==> src/pin_state_map.svh <==
// Constant map for the bus configuration and pin state block.
`ifndef PIN_STATE_MAP_SVH
`define PIN_STATE_MAP_SVH
// Ratio codes reported on core_ratio_triple.
`define RATIO_DOUBLE 1'h0
`define RATIO_TRIPLE 1'h1
// Reset value of the latched strap bits.
`define STRAP_RESET 1'h0
// Idle (inactive) level of an active-low output.
`define INACTIVE_HIGH 1'h1
// Voltage identification level, always low.
`define VOLT_ID_LEVEL 1'h0
// Level of the fifteen bus pins while reset holds: every active-low strobe idle.
`define PINS_RESET 15'h7FFF
// Pins floated in bus hold: the whole fifteen-pin vector.
`define BUS_HOLD_FLOAT_MASK 15'h7FFF
// Pins floated in address hold: low_address_bits at bits 13 and 14.
`define ADDR_HOLD_FLOAT_MASK 15'h6000
// Pins forced high in stop: bus lock (9), multi_cycle_atomic_out (10), address_strobe (11).
`define STOP_HIGH_MASK 15'h0E00
// Idle level of the modified_snoop_hit and line-allocatable pair.
`define CACHE_PINS_IDLE 2'h3
`endif

==> src/pin_state_pkg.sv <==
// Types for the bus configuration and pin state block.
package pin_state_pkg;
  // Power state of the bus interface.
  typedef enum logic [1:0] {
    PWR_RUN,
    PWR_STOP
  } pwr_state_t;
  // Whole registered state of the block.
  typedef struct packed {
    logic [1:0] rst_sync;
    logic wb_enable;
    logic ratio_triple;
    logic strap_done;
    logic fill_seen;
    logic line_is_wb;
    logic line_mark_valid;
    pwr_state_t pwr;
    logic [14:0] held;
    logic [14:0] pins;
    logic [14:0] oe_n;
    logic hold_ack;
    logic [1:0] cache_pins; // Modified-hit level (bit 1) and line-allocatable level (bit 0).
    logic [1:0] cache_oe; // Their output enables; high floats the pin.
    logic volt_id; // Registered voltage identification level.
  } state_t;
endpackage : pin_state_pkg
==> src/bus_pin_config.sv <==
// Reset straps, line write-back marking and output pin states in hold and stop.
`timescale 1ns/10ps
`include "pin_state_map.svh"

////////////////////////////////////////////////////////////////////////////////
// Pin vector order, bit 0 upward: byte_enables[3:0], page_writethrough_attr,
// page_uncached_attr, cycle definition [2:0], bus lock, multi_cycle_atomic_out,
// address_strobe, last_transfer, low_address_bits[1:0] (bits 13,14 are the
// address bits). Line-allocatable and modified_snoop_hit sit in a separate pair.
////////////////////////////////////////////////////////////////////////////////

// Contract
// - Strap active at reset enables write-back mode
// - Each filled line marked write-back or write-through
// - Strap sampled with first ready of fill
// - Ratio strap latched at reset, held
// - Low means double, high means triple
// - Voltage identification always driven low
// - Address hold floats address bits, cache outputs
// - Bus hold floats listed bus outputs
// - Stop drives strobes inactive, acknowledge follows hold
// - Stop keeps pre-stop level, never floats
// - Snoop in stop may assert cache outputs
module bus_pin_config (
  input wire logic core_clk,
  input wire logic reset_n,
  input wire logic writeback_select,
  input wire logic core_ratio_strap,
  input wire logic fill_active,
  input wire logic burst_ready,
  input wire logic nonburst_ready,
  input wire logic addr_hold,
  input wire logic bus_hold,
  input wire logic hold_request,
  input wire logic stop_grant,
  input wire logic [14:0] core_pins,
  input wire logic core_cache_n,
  input wire logic core_modified_snoop_hit_n,
  input wire logic snoop_hit,
  input wire logic snoop_modified,
  input wire logic core_hold_ack,
  output logic [14:0] pin_out,
  output logic [14:0] pin_oe_n,
  output logic line_alloc_n,
  output logic line_alloc_oe_n,
  output logic modified_snoop_hit,
  output logic modified_snoop_hit_oe_n,
  output logic hold_acknowledge,
  output logic voltage_identification_out,
  output logic writeback_mode,
  output logic core_ratio_triple,
  output logic line_is_writeback,
  output logic line_mark_valid
);

  // Registered state and its next value.
  pin_state_pkg::state_t state_reg;
  pin_state_pkg::state_t state_next;

  // Synchronised reset, released two edges after reset_n rises.
  logic rst_n;
  assign rst_n = state_reg.rst_sync[1];

  // Pins floated in bus hold; address bits also float in address hold.
  localparam logic [14:0] BUS_HOLD_FLOAT = `BUS_HOLD_FLOAT_MASK;
  localparam logic [14:0] ADDR_HOLD_FLOAT = `ADDR_HOLD_FLOAT_MASK;
  // Pins forced inactive high in stop: bus lock (bit 9), multi_cycle_atomic_out
  // (bit 10) and address_strobe (bit 11). Every other pin keeps its captured level.
  localparam logic [14:0] STOP_HIGH = `STOP_HIGH_MASK;

  // Reset image of the whole state. While reset holds every bus output is driven
  // at its idle level instead of floated, so the board never sees a stray strobe.
  localparam pin_state_pkg::state_t RESET_STATE = '{
    rst_sync: 2'h0,
    wb_enable: `STRAP_RESET,
    ratio_triple: `STRAP_RESET,
    strap_done: 1'h0,
    fill_seen: 1'h0,
    line_is_wb: 1'h0,
    line_mark_valid: 1'h0,
    pwr: pin_state_pkg::PWR_RUN,
    held: `PINS_RESET,
    pins: `PINS_RESET,
    oe_n: 15'h0000,
    hold_ack: 1'h0,
    cache_pins: `CACHE_PINS_IDLE,
    cache_oe: 2'h0,
    volt_id: `VOLT_ID_LEVEL
  };

  ////////////////////////////////////////////////////////////////////////////////
  // Next-state logic.
  always_comb begin
    state_next = state_reg;
    // The synchroniser shifts ones in once the raw reset has gone away.
    state_next.rst_sync = {state_reg.rst_sync[0], 1'h1};
    state_next.line_mark_valid = 1'h0;
    // Straps are frozen once the internal reset has released; the end of this
    // process shows how they are sampled while it is still held.
    state_next.strap_done = 1'h1;
    // The identification level sits in a flip-flop so the output stays registered.
    state_next.volt_id = `VOLT_ID_LEVEL;
    // First ready of a fill marks the line; later readies are ignored.
    if (!fill_active) begin
      state_next.fill_seen = 1'h0;
    end else if ((burst_ready || nonburst_ready) && !state_reg.fill_seen) begin
      state_next.fill_seen = 1'h1;
      state_next.line_is_wb = state_reg.wb_enable & writeback_select;
      state_next.line_mark_valid = 1'h1;
    end
    // Power state tracking for the run and stop grant states.
    case (state_reg.pwr)
      pin_state_pkg::PWR_RUN: begin
        if (stop_grant) begin
          state_next.pwr = pin_state_pkg::PWR_STOP;
          state_next.held = state_reg.pins;
        end
      end
      default: begin
        if (!stop_grant) begin
          state_next.pwr = pin_state_pkg::PWR_RUN;
        end
      end
    endcase
    // Pin values: stop holds the captured level, strobes forced high.
    if (state_next.pwr == pin_state_pkg::PWR_STOP) begin
      state_next.pins = state_next.held | STOP_HIGH;
      state_next.oe_n = 15'h0000;
      state_next.hold_ack = hold_request;
      // A snoop may still pull the cache outputs active.
      state_next.cache_pins = {~(snoop_hit & snoop_modified), ~snoop_hit};
      state_next.cache_oe = 2'h0;
    end else begin
      state_next.pins = core_pins;
      state_next.hold_ack = core_hold_ack;
      state_next.cache_pins = {core_modified_snoop_hit_n, core_cache_n};
      if (bus_hold) begin
        state_next.oe_n = BUS_HOLD_FLOAT;
        state_next.cache_oe = 2'h3;
      end else if (addr_hold) begin
        state_next.oe_n = ADDR_HOLD_FLOAT;
        state_next.cache_oe = 2'h3;
      end else begin
        state_next.oe_n = 15'h0000;
        state_next.cache_oe = 2'h0;
      end
    end
    // While the released reset is still low everything sits at its reset value, except
    // the synchroniser, which keeps shifting, and the straps, which follow their pins. The last sample is therefore
    // taken on the edge that releases the internal reset, two clocks after the
    // raw reset rises, which is still inside the window the system holds them.
    if (!rst_n) begin
      state_next = RESET_STATE;
      state_next.rst_sync = {state_reg.rst_sync[0], 1'h1};
      state_next.wb_enable = writeback_select;
      state_next.ratio_triple = core_ratio_strap ? `RATIO_TRIPLE : `RATIO_DOUBLE;
    end
  end

  ////////////////////////////////////////////////////////////////////////////////
  // One register holds the whole state. The asynchronous branch only loads the
  // constant reset image, whose synchroniser bits restart at zero; everything
  // else waits for the released copy through the next-state logic above.
  always_ff @(posedge core_clk or negedge reset_n) begin
    if (!reset_n) begin
      state_reg <= RESET_STATE;
    end else begin
      state_reg <= state_next;
    end
  end

  // Outputs straight from flip-flops.
  assign pin_out = state_reg.pins;
  assign pin_oe_n = state_reg.oe_n;
  assign line_alloc_n = state_reg.cache_pins[0];
  assign modified_snoop_hit = state_reg.cache_pins[1];
  assign line_alloc_oe_n = state_reg.cache_oe[0];
  assign modified_snoop_hit_oe_n = state_reg.cache_oe[1];
  assign hold_acknowledge = state_reg.hold_ack;
  // The low-voltage identification is driven low from its flip-flop.
  assign voltage_identification_out = state_reg.volt_id;
  assign writeback_mode = state_reg.wb_enable;
  assign core_ratio_triple = state_reg.ratio_triple;
  assign line_is_writeback = state_reg.line_is_wb;
  assign line_mark_valid = state_reg.line_mark_valid;

  ////////////////////////////////////////////////////////////////////////////////
  // Checks.
  chk_mode_freezes: assert property (@(posedge core_clk) disable iff (!rst_n)
    $past(state_reg.strap_done) |-> $stable(writeback_mode) && $stable(core_ratio_triple))
    else $error("strap latch changed after reset release");
  chk_wt_without_wb: assert property (@(posedge core_clk) disable iff (!rst_n)
    line_mark_valid && !writeback_mode |-> !line_is_writeback)
    else $error("line marked write-back without write-back mode");
  chk_fill_sample: assert property (@(posedge core_clk) disable iff (!rst_n)
    fill_active && (burst_ready || nonburst_ready) && !state_reg.fill_seen
    |=> line_mark_valid && line_is_writeback == (writeback_mode && $past(writeback_select)))
    else $error("line fill sample wrong");
  chk_voltage_low: assert property (@(posedge core_clk) disable iff (!rst_n)
    voltage_identification_out == 1'h0)
    else $error("voltage identification not low");
  chk_addr_hold: assert property (@(posedge core_clk) disable iff (!rst_n)
    !stop_grant && addr_hold && !bus_hold |=> pin_oe_n == ADDR_HOLD_FLOAT && line_alloc_oe_n)
    else $error("address hold float set wrong");
  chk_bus_hold: assert property (@(posedge core_clk) disable iff (!rst_n)
    !stop_grant && bus_hold |=> pin_oe_n == BUS_HOLD_FLOAT && modified_snoop_hit_oe_n)
    else $error("bus hold float set wrong");
  chk_stop_strobes: assert property (@(posedge core_clk) disable iff (!rst_n)
    stop_grant |=> (pin_out & STOP_HIGH) == STOP_HIGH && hold_acknowledge == $past(hold_request))
    else $error("stop state strobes or acknowledge wrong");
  chk_stop_holds: assert property (@(posedge core_clk) disable iff (!rst_n)
    stop_grant ##1 stop_grant |=> pin_oe_n == 15'h0000 && $stable(pin_out))
    else $error("stop state pin level moved or floated");
  // Outside hold and stop every listed output is driven with the core's value.
  chk_run_drives: assert property (@(posedge core_clk) disable iff (!rst_n)
    !stop_grant && !bus_hold && !addr_hold |=> pin_oe_n == 15'h0000 && pin_out == $past(core_pins))
    else $error("run state pins not driven from core");
  chk_snoop_in_stop: assert property (@(posedge core_clk) disable iff (!rst_n)
    stop_grant |=> line_alloc_n == !$past(snoop_hit)
      && modified_snoop_hit == !($past(snoop_hit) && $past(snoop_modified)))
    else $error("snoop result in stop wrong");
  chk_hold_ack_run: assert property (@(posedge core_clk) disable iff (!rst_n)
    !stop_grant |=> hold_acknowledge == $past(core_hold_ack))
    else $error("hold acknowledge not driven in run");
endmodule : bus_pin_config

==> config.mk <==
export PLATFORM = sky130hd
export DESIGN_NAME = bus_pin_config
export DESIGN_NICKNAME = d
export VERILOG_FILES = /design/src/pin_state_pkg.sv /design/src/bus_pin_config.sv
export VERILOG_INCLUDE_DIRS = /design/src
export SDC_FILE = /design/constraint.sdc
export NUM_CORES = 1
export LEC_CHECK = 0
export BUFFER_PORTS_ARGS = -buffer_cell sky130_fd_sc_hd__buf_2
export CAP_MARGIN = 20
export CORE_MARGIN = 3
export CORE_UTILIZATION = 49
export DETAILED_ROUTE_END_ITERATION = 6
export GPL_TIMING_DRIVEN = 1
export PLACE_DENSITY = 0.81
export SLEW_MARGIN = 20
export SYNTH_ARGS = -nofsm -noshare
export SYNTH_HDL_FRONTEND = slang
export SYNTH_SLANG_ARGS = --single-unit
==> constraint.sdc <==
create_clock -name core_clk -period 1.7 [get_ports core_clk]
set_input_delay 0.425 -clock core_clk [delete_from_list [all_inputs] [get_ports core_clk]]
set_output_delay 0.425 -clock core_clk [all_outputs]
set_load 0.005 [all_outputs]
* Yosys cells after proc, flatten, opt, wreduce, memory -nomap -nowiden
Index checks and enable logic that the tools add are counted.
** Storage, ports and cells
- Register bits :: 57
- Input bits :: 31
- Output and inout port bits :: 40
- Logic and storage cells :: 41
** Operators by class
- Equality and inequality tests :: 4
- Mux-type cells :: 14
- Bitwise logic cells :: 4
- Reductions and logical operators :: 5
** Operator list (count)
- $mux 56 :: 1
- $mux 15 :: 3
- $mux 35 :: 1
- $mux 17 :: 1
- $mux 2 :: 5
- $mux 3 :: 1
- $ne 3x2->1 const B :: 1
- $and 1x1->1 :: 2
- $eq 2x1->1 const B :: 1
- $logic_not 2->1 :: 1
- $mux 1 :: 2
- $ne 2x1->1 const B :: 1
- $ne 2x2->1 const B :: 1
- $not 1->1 :: 2
- $reduce_and 2->1 :: 1
- $logic_and 1x1->1 :: 1
- $logic_not 1->1 :: 1
- $logic_or 1x1->1 :: 1

* Logic depth before layout (Yosys ltp)
Gate-level depths: netlist of run 1.
- Depth after elaboration :: 5
- Mapped depth :: 5
- Depth with buffers taken out :: 3

* Worst setup path after synthesis of run 1
OpenSTA, ideal clock, no wires.
- Kind :: reg-to-reg
- From :: register state_reg[51] (netlist bit)
- To :: register state_reg[39] (netlist bit)
- Library setup time :: 0.097 ns
- Arrival time :: 1.110 ns
- Required time :: 1.603 ns
- Path slack :: 0.494 ns
- Stages on the path, launching flop included :: 6
- Buffers on the path :: 2
- Clock period less this slack :: 1.206 ns
- Path through :: dfrtp_1 > buf_6 > or3b_4 > buf_6 > nand2_1 > nand3_1
** RTL lines
- start, declared :: RTL line bus_pin_config.sv:57 : pin_state_pkg::state_t state_reg;
- start signal, assigned :: RTL line bus_pin_config.sv:168 : state_reg <= state_next;

* Worst setup path after layout of run 1
- From :: register state_reg (netlist bit pin_out[3])
- To :: output port pin_out[3]
** RTL lines
- end, declared :: RTL line bus_pin_config.sv:42 : output logic [14:0] pin_out,
No word-level cell between the ends.

==> results of run 1 <==
worst max-delay path by stage:
stage	end	slack, ns	cells past startpoint
floorplan	state_reg[39]	0.49	5
detailed placement	pin_out[10]	0.31	4
CTS	pin_oe_n[12]	0.29	1
finish	pin_out[3]	0.31	1
global placement	pin_out[11]	0.35	4
global route	pin_oe_n[0]	0.24	1
layout by cell type (no fill, tap or decap), types with 3 or more instances in the layout:
cell type,synthesis,routed
nand3_1,13,13
nor2_1,4,4
nand2_1,29,29
mux2i_1,15,15
dfstp_2,29,29
a2bb2oi_1,3,3
clkbuf_8,0,7
buf_2,3,69
buf_4,34,7
dfrtp_1,12,12
or2_1,3,3
a2bb2oi_2,9,9
power groups by stage:
| stage | combinational (mW) | sequential, mW | clock, mW |
|---|---|---|---|
| 2_1_floorplan | 0.211 | 1.11 | 0 |
| 3_3_place_gp | 0.278 | 1.12 | 0 |
| 3_5_place_dp | 0.284 | 1.12 | 0 |
| 4_1_cts | 0.285 | 1.10 | 0.707 |
| 5_1_grt | 0.312 | 1.11 | 0.752 |
| 6_report | 0.280 | 1.10 | 0.687 |
final cells by class:
type	instances	area share [%]
Sequential cell	41	46.8
Multi-Input combinational cell	92	28.4
Timing Repair Buffer	76	17.5
Clock buffer	7	4.24
Tap cell	48	2.64
Clock inverter	1	0.220
Inverter	1	0.165
stage by stage:
step	instance area, sq um	power [mW]	setup slack [ns]	hold slack [ns]
6_report	2270	2.07	0.309	0.172
5_1_grt	2270	2.18	0.236	0.213
4_1_cts	2270	2.10	0.291	0.179
3_5_place_dp	2170	1.40	0.315	0.336
3_3_place_gp	2170	1.40	0.353	0.332
2_1_floorplan	2020	1.32	0.494	0.129
layer usage:
| metal | up-vias | routed length, um | track usage [%] |
|---|---|---|---|
| met5 | - | 0 | 0 |
| met4 | 0 | 55 | 8.51 |
| li1 | 635 | - | - |
| met1 | 634 | 1490 | 17.8 |
| met2 | 50 | 1870 | 26.7 |
| met3 | 5 | 293 | 5.04 |
kinds of logic after synthesis:
group | count (synthesis) | synth area share [%]
compound gates | 15 | 9.09
buf+inv | 43 | 15.6
simple gates | 58 | 13.9
mux | 17 | 8.53
flops | 41 | 52.5
other cells | 2 | 0.371
==> out/metrics.cfg, run 1 <==
[logic_synthesis]
synth_area_leaders=dfstp_2, dfrtp_1, buf_4, mux2i_1, a2bb2oi_2
ys_seq_area_share_pct=52.5
synth_nets=207
async_flop_share_pct=100
yosysTopAreaCellShare_pct=37.7
synth_area_per_cell_sq_um=11.5
ys_types=27
yosysWarnings=0
synth_top_area_cell=dfstp_2
yosys-top-cells-count=buf_4, dfstp_2, nand2_1, mux2i_1, nand3_1
synth_edf_count=0
synth.most_common_cell=buf_4
ys_seq_elements=41
synth_top_flop_cell=dfstp_2
netlist_area_sq_um=2020
syn-instance-count=176

[clock_tree]
worstSkewPairLatency_ns=0.30
cts_buffers=5
clock-sinks=41
root_buffer=clkbuf_8
htree_levels=2
clockBufferDepth=2
cts_hold_buf=0
cts.clk_slew.worst_paths_ns=0.07
cts_tree=built
cts_resized=0
cts_setup_buffers=0

[critical_path]
path_delay_family=flip-flops
crit_fanout=3
critPathLaunch=pin_out[3]
slowest_stage=dfstp_2
r2r_slack_ns=0.40
r2r_cells=3
cp_slowest_stage_delay_ns=0.56
critPathKind=flip-flop to primary output
reg2reg_to=pin_out[10]
end_kind=primary output
critPathLaunchType=flip-flop
worst_ep_required_time_ns=1.27
path_cells=buf_2
arrival_ns=0.97
r2r_start=state_reg[52]
path_buf_inv=1

[power]
seqPwrFrac_pct=53.3
clkPwrFrac_pct=33.2
pwr_density_cell_nw_per_um2=912
ir_drop_mv=0.606
p_leak_nw=1.12
p_sw_mw=0.498
pwr-share-comb_pct=13.5
power.internal_mw=1.57
switching_share_pct=24.1

[final_layout]
fillers=337
diodes=0
layout-drive-gt1-share_pct=58.7
multi_input_area_sq_um=646
instances_no_fill=266
regArea_sq_um=1060
syn2layout_area_growth_pct=12.2
post-route-util_pct=59.4
finish.net_count=248
largest_reg_flops=16

[die]
dieWidth_um=70.3
dieArea_sq_um=4940
start_util_pct=52.9
core-area_sq_um=3830
rows=22
io_pins=71
die_height_um=70.3

[global_route]
grt_usage_pct=15.9
grt_max_degree=42
antenna_found_initial=0
grt-ovfl-total=0
grt_pass1_wl_mm=6.04
grt_pass1_vias=1319

[timing]
finalHoldViolCount=0
setup_viol=0
period_share_pct=81.8
setup_tns_ns=0
maxClockFrequency_mhz=719
min_period_ns=1.39
finClkSkew_ns=0.00730
drv_slew=0
rsz0062_at_grt=false

[detailed_routing]
vias=1324
drtIter0Drc=61
ant_nets=0
avgRoutedWirePerCell_um=13.9
via_per_inst=4.98
route.detailed.drc=0
routed_wirelength_mm=3.71
dr.pass1.iters=4

[place]
portBuffers=69
dpl.cell_count=258
dp.final_hpwl_mm=2.65
gp_congestion=0.751

[worst_hold_path]
min-delay-path-class=input port to asynchronous set/reset pin

[run]
cap_violations=0

[outcome]
status=finished, final reports clean

(Power assumes the default switching activity.)
==> run 2: changes to the inputs <==
Settings changed: CORE_UTILIZATION 49 to 45, PLACE_DENSITY 0.81 to 0.78.
Clock period 1.7 ns to 1.2 ns, I/O delays scaled along.
==> out/metrics.cfg, run 2 (synthesized netlist as in run 1, its figures left out) <==
[outcome]
status=finished, violations left  ; was finished, final reports clean
violations=negative setup slack

[clock_tree]
clockBufferDepth=2  ; unchanged
clock-sinks=41  ; unchanged
root_buffer=clkbuf_8  ; unchanged
cts.clk_slew.worst_paths_ns=0.08  ; was 0.07 ns
cts_tree=built  ; unchanged
cts_buffers=5  ; unchanged
htree_levels=2  ; unchanged
worstSkewPairLatency_ns=0.29  ; was 0.30 ns

[detailed_routing]
dr.pass1.iters=4  ; unchanged
drtIter0Drc=93  ; was 61
via_per_inst=4.82  ; was 4.98
route.detailed.drc=0  ; unchanged
avgRoutedWirePerCell_um=13.5  ; was 13.9 um
vias=1360  ; was 1324
ant_nets=0  ; unchanged
routed_wirelength_mm=3.81  ; was 3.71 mm

[die]
dieArea_sq_um=5340  ; was 4940 sq um
dieWidth_um=73.1  ; was 70.3 um
start_util_pct=48.5  ; was 52.9%
die_height_um=73.1  ; was 70.3 um
rows=23  ; was 22
core-area_sq_um=4170  ; was 3830 sq um
io_pins=71  ; unchanged

[timing]
maxClockFrequency_mhz=807
finalHoldViolCount=0  ; unchanged
layout_setup_ws_ns=-0.0398  ; was 0.309 ns
period_share_pct=103
setup_viol=14  ; was 0
finClkSkew_ns=0.0112  ; was 0.00730 ns
drv_slew=0  ; unchanged
setup_tns_ns=-0.326  ; was 0 ns
min_period_ns=1.24
rsz0062_at_grt=true  ; was false

[power]
switching_share_pct=24.1  ; about the same
p_sw_mw=0.733  ; was 0.498 mW
seqPwrFrac_pct=51.2  ; was 53.3%
total_power_mw=3.04  ; was 2.07 mW
clkPwrFrac_pct=32.9  ; was 33.2%
pwr_density_cell_nw_per_um2=1230  ; was 912 nW/um^2
power.internal_mw=2.31  ; was 1.57 mW
ir_drop_mv=0.504  ; was 0.606 mV
p_leak_nw=1.21  ; was 1.12 nW
pwr-share-comb_pct=15.9  ; was 13.5%

[final_layout]
largest_reg_flops=16  ; unchanged
finish.net_count=262  ; was 248
multi_input_area_sq_um=646  ; unchanged
final_cell_mix=buf_2, nand2_1, dfstp_2  ; unchanged
fillers=345  ; was 337
post-route-util_pct=59.2  ; was 59.4%
final_common_cell=buf_2  ; unchanged
syn2layout_area_growth_pct=22.1  ; was 12.2%
layout-drive-gt1-share_pct=61.2  ; was 58.7%
diodes=0  ; unchanged
regArea_sq_um=1060  ; about the same

[critical_path]
crit_fanout=2  ; was 3
path_buf_inv=1  ; unchanged
critPathKind=flip-flop to primary output  ; unchanged
end_kind=primary output  ; unchanged
cp_slowest_stage_delay_ns=0.55  ; was 0.56 ns
slowest_stage=dfstp_2  ; unchanged
path_delay_family=flip-flops  ; unchanged
r2r_slack_ns=0.05  ; was 0.40 ns
worst_ep_required_time_ns=0.90  ; was 1.27 ns
arrival_ns=0.94  ; was 0.97 ns
critPathLaunchType=flip-flop  ; unchanged
path_cells=buf_6  ; was buf_2

[place]
gp_congestion=0.742  ; was 0.751
dp.final_hpwl_mm=2.62  ; was 2.65 mm
portBuffers=69  ; unchanged

[global_route]
grt_pass1_wl_mm=6.16  ; was 6.04 mm
gr-usage-met2_pct=25.2  ; was 26.7%
grt_usage_pct=15.2  ; was 15.9%
grt_max_degree=42  ; unchanged
met1_usage_pct=18.1  ; was 17.8%
grt.busiest_layer=met2  ; unchanged
grt_util_met3_pct=5.10  ; was 5.04%
antenna_found_initial=0  ; unchanged
grt-ovfl-total=0  ; unchanged
grt_pass1_vias=1346  ; was 1319

[worst_hold_path]
min-delay-path-class=input port to flip-flop  ; was input port to asynchronous set/reset pin

[run]
cap_violations=0  ; unchanged

## run 2: cell type report
cell class	count	share of cell area (%)
flip-flops and latches	41	43.1
multi-input cells	92	26.1
repair buffers	90	23.9
clock buffers	7	3.95
well taps	50	2.53
clock inverters	1	0.203
inverters	1	0.152
## run 2: path summary, 6_finish.rpt
kind	cells past startpoint	startpoint	endpoint
hold / removal	2	snoop_hit	line_alloc_n
min in group asynchronous	3	reset_n	state_reg[51]
setup / recovery	1	pin_out[2]	pin_out[2]
setup reg to reg	3	state_reg[52]	state_reg[36]
hold reg to reg	0	state_reg[59]	rst_n
max in group asynchronous	3	reset_n	pin_out[10]
## run 2: per-stage QoR
stage	instance area, sq um	worst slack (ns)	hold slack (ns)	cells
3_5_place_dp	2200	0.00838	0.289	261
4_1_cts	2410	-0.0591	0.185	281
3_3_place_gp	2200	0.0617	0.286	261
6_report	2470	-0.0398	0.197	282
5_1_grt	2470	-0.0691	0.188	282
2_1_floorplan	2020	-0.00623	0.00441	176
## run 2: power by group through the flow
stage | Sequential, mW | Clock, mW | Combinational, mW
finish | 1.56 | 1.00 | 0.484
global route | 1.57 | 1.09 | 0.534
CTS | 1.55 | 1.03 | 0.468
detailed placement | 1.58 | 0 | 0.421
global placement | 1.58 | 0 | 0.409
floorplan | 1.57 | 0 | 0.300
## run 2: timing repair
item / CTS / global route
pin swaps: 0 / 2
resized for setup: 3 / 9
buffers inserted: 11 / 1
endpoints found under the hold margin: 12 / 0
endpoints found under the setup margin: 30 / 50
hold buffers: 1 / 0
## run 2: routing by layer
metal  wire (um)  vias up
li1            -      662
met1        1610      640
met2        1810       52
met3         337        6
met4          53        0
met5           0        -
==> run 3: changes to the inputs <==
Settings changed: CORE_ASPECT_RATIO set to 0.8, CORE_UTILIZATION 45 to 46, CTS_BUF_LIST set to sky130_fd_sc_hd__clkbuf_4, PLACE_DENSITY 0.78 to 0.79.
==> out/metrics.cfg, run 3 (synthesized netlist as in run 1, its figures left out) <==
[global_route]
grt_max_degree=42  ; unchanged
antenna_found_initial=0  ; unchanged
grt_usage_pct=15.9  ; was 15.2%
grt_pass1_wl_mm=6.29  ; was 6.16 mm
grt-ovfl-total=0  ; unchanged
grt_pass1_vias=1389  ; was 1346

[timing]
layout_setup_ws_ns=-0.116  ; was -0.0398 ns
rsz0062_at_grt=true  ; unchanged
min_period_ns=1.32  ; was 1.24 ns
maxClockFrequency_mhz=760  ; was 807 MHz
finClkSkew_ns=0.0104  ; was 0.0112 ns
period_share_pct=110  ; was 103%
drv_slew=0  ; unchanged
finalHoldViolCount=0  ; unchanged
setup_viol=35  ; was 14

[outcome]
violations=negative setup slack  ; unchanged
status=finished, violations left  ; unchanged

[die]
io_pins=71  ; unchanged
die_height_um=65.3  ; was 73.1 um
rows=20  ; was 23
core-area_sq_um=4000  ; was 4170 sq um
dieWidth_um=80.1  ; was 73.1 um
start_util_pct=50.5  ; was 48.5%
dieArea_sq_um=5240  ; was 5340 sq um

[power]
p_sw_mw=0.752  ; was 0.733 mW
clkPwrFrac_pct=23.2  ; was 32.9%
pwr_density_cell_nw_per_um2=1050  ; was 1230 nW/um^2
ir_drop_mv=0.752  ; was 0.504 mV
power.internal_mw=2.02  ; was 2.31 mW
p_leak_nw=1.28  ; was 1.21 nW
total_power_mw=2.78  ; was 3.04 mW
pwr-share-comb_pct=20.6  ; was 15.9%
switching_share_pct=27.1  ; was 24.1%
seqPwrFrac_pct=56.2  ; was 51.2%

[detailed_routing]
route.detailed.drc=0  ; unchanged
ant_nets=0  ; unchanged
vias=1491  ; was 1360
routed_wirelength_mm=4.45  ; was 3.81 mm
dr.pass1.iters=4  ; unchanged
avgRoutedWirePerCell_um=14.8  ; was 13.5 um
drtIter0Drc=62  ; was 93
via_per_inst=4.95  ; was 4.82

[critical_path]
path_buf_inv=1  ; unchanged
r2r_start=state_reg[51]  ; was state_reg[52]
slowest_stage=dfstp_2  ; unchanged
reg2reg_to=state_reg[42]  ; was state_reg[36]
path_delay_family=flip-flops  ; unchanged
arrival_ns=1.02  ; was 0.94 ns
cp_slowest_stage_delay_ns=0.56  ; was 0.55 ns
critPathLaunch=pin_out[12]  ; was pin_out[2]
critPathKind=flip-flop to primary output  ; unchanged
critPathLaunchType=flip-flop  ; unchanged
end_kind=primary output  ; unchanged
cp_num_cells=1  ; unchanged
r2r_cells=5  ; was 3
endpoint=pin_out[12]  ; was pin_out[2]
worst_ep_required_time_ns=0.90  ; about the same
r2r_slack_ns=-0.02  ; was 0.05 ns
path_cells=buf_2  ; was buf_6
crit_fanout=2  ; unchanged

[final_layout]
regArea_sq_um=1070  ; was 1060 sq um
fillers=301  ; was 345
instances_no_fill=301  ; was 282
syn2layout_area_growth_pct=30.6  ; was 22.1%
multi_input_area_sq_um=782  ; was 646 sq um
largest_reg_flops=16  ; unchanged
final_cell_mix=buf_2, dfstp_2, buf_4  ; was buf_2, nand2_1, dfstp_2
finish.net_count=276  ; was 262
layout-drive-gt1-share_pct=74.0  ; was 61.2%
stdcell_area_sq_um=2640  ; was 2470 sq um
final_common_cell=buf_2  ; unchanged
diodes=0  ; unchanged

[clock_tree]
cts_tree=built  ; unchanged
cts_buffers=5  ; unchanged
clockBufferDepth=2  ; unchanged
cts.clk_slew.worst_paths_ns=0.12  ; was 0.08 ns
clock-sinks=41  ; unchanged
worstSkewPairLatency_ns=0.34  ; was 0.29 ns
htree_levels=2  ; unchanged
root_buffer=clkbuf_4  ; was clkbuf_8

[place]
pre_cts_slack_ns=0.0348  ; was 0.00838 ns
place_area_sq_um=2240  ; was 2200 sq um
dp.final_hpwl_mm=2.67  ; was 2.62 mm
dpl.cell_count=270  ; was 261
gp_congestion=0.741  ; was 0.742
portBuffers=69  ; unchanged

[worst_hold_path]
hold_depth=2  ; unchanged
min-delay-path-class=input port to flip-flop  ; unchanged

[run]
cap_violations=0  ; unchanged

run 3: layout make-up:
class,instances,area share (%)
Timing Repair Buffer,102,25.3
Clock inverter,3,0.474
Clock buffer,5,1.42
Multi-Input combinational cell,94,29.6
Tap cell,55,2.61
Inverter,1,0.142
Sequential cell,41,40.4
run 3: how the worst min path moves through the flow:
stage	end	slack [ns]	start
finish	line_alloc_n	0.13	snoop_hit
global route	line_alloc_n	0.12	snoop_hit
floorplan	core_ratio_triple	0.004	reset_n
global placement	line_alloc_oe_n	0.29	reset_n
detailed placement	line_alloc_oe_n	0.29	reset_n
CTS	line_alloc_n	0.12	snoop_hit
run 3: metrics by stage:
stage                     hold slack [ns]  TNS, ns  util (%)
after floorplan                   0.00441  -0.0600         -
after global placement              0.285        0      56.0
after detailed placement            0.286        0      56.0
after CTS                           0.118    -2.71      59.8
after global routing                0.124    -5.05      66.0
final                               0.135    -2.23      66.0
run 3: routing by layer:
layer / vias to the layer above / GRT usage [%] / share of wire (%)
met1: 717 / 19.1 / 40
met5: - / 0 / 0
met3: 14 / 4.79 / 7.5
li1: 696 / - / -
met2: 64 / 26.7 / 49
met4: 0 / 6.33 / 2.9
run 3: power groups by stage:
stage | logic, mW | registers, mW | clock network, mW
global route | 0.625 | 1.57 | 0.739
CTS | 0.473 | 1.55 | 0.666
detailed placement | 0.427 | 1.58 | 0
finish | 0.571 | 1.56 | 0.644
global placement | 0.418 | 1.58 | 0
floorplan | 0.300 | 1.57 | 0
run 3: repair_timing:
| item | in CTS | in global routing |
|---|---|---|
| hold endpoints to repair | 12 | 0 |
| buffers inserted | 12 | 8 |
| pin swaps | 0 | 22 |
| resized for setup | 1 | 45 |
| gates cloned | 0 | 3 |
| setup endpoints to repair | 34 | 49 |
| hold buffers | 1 | 0 |
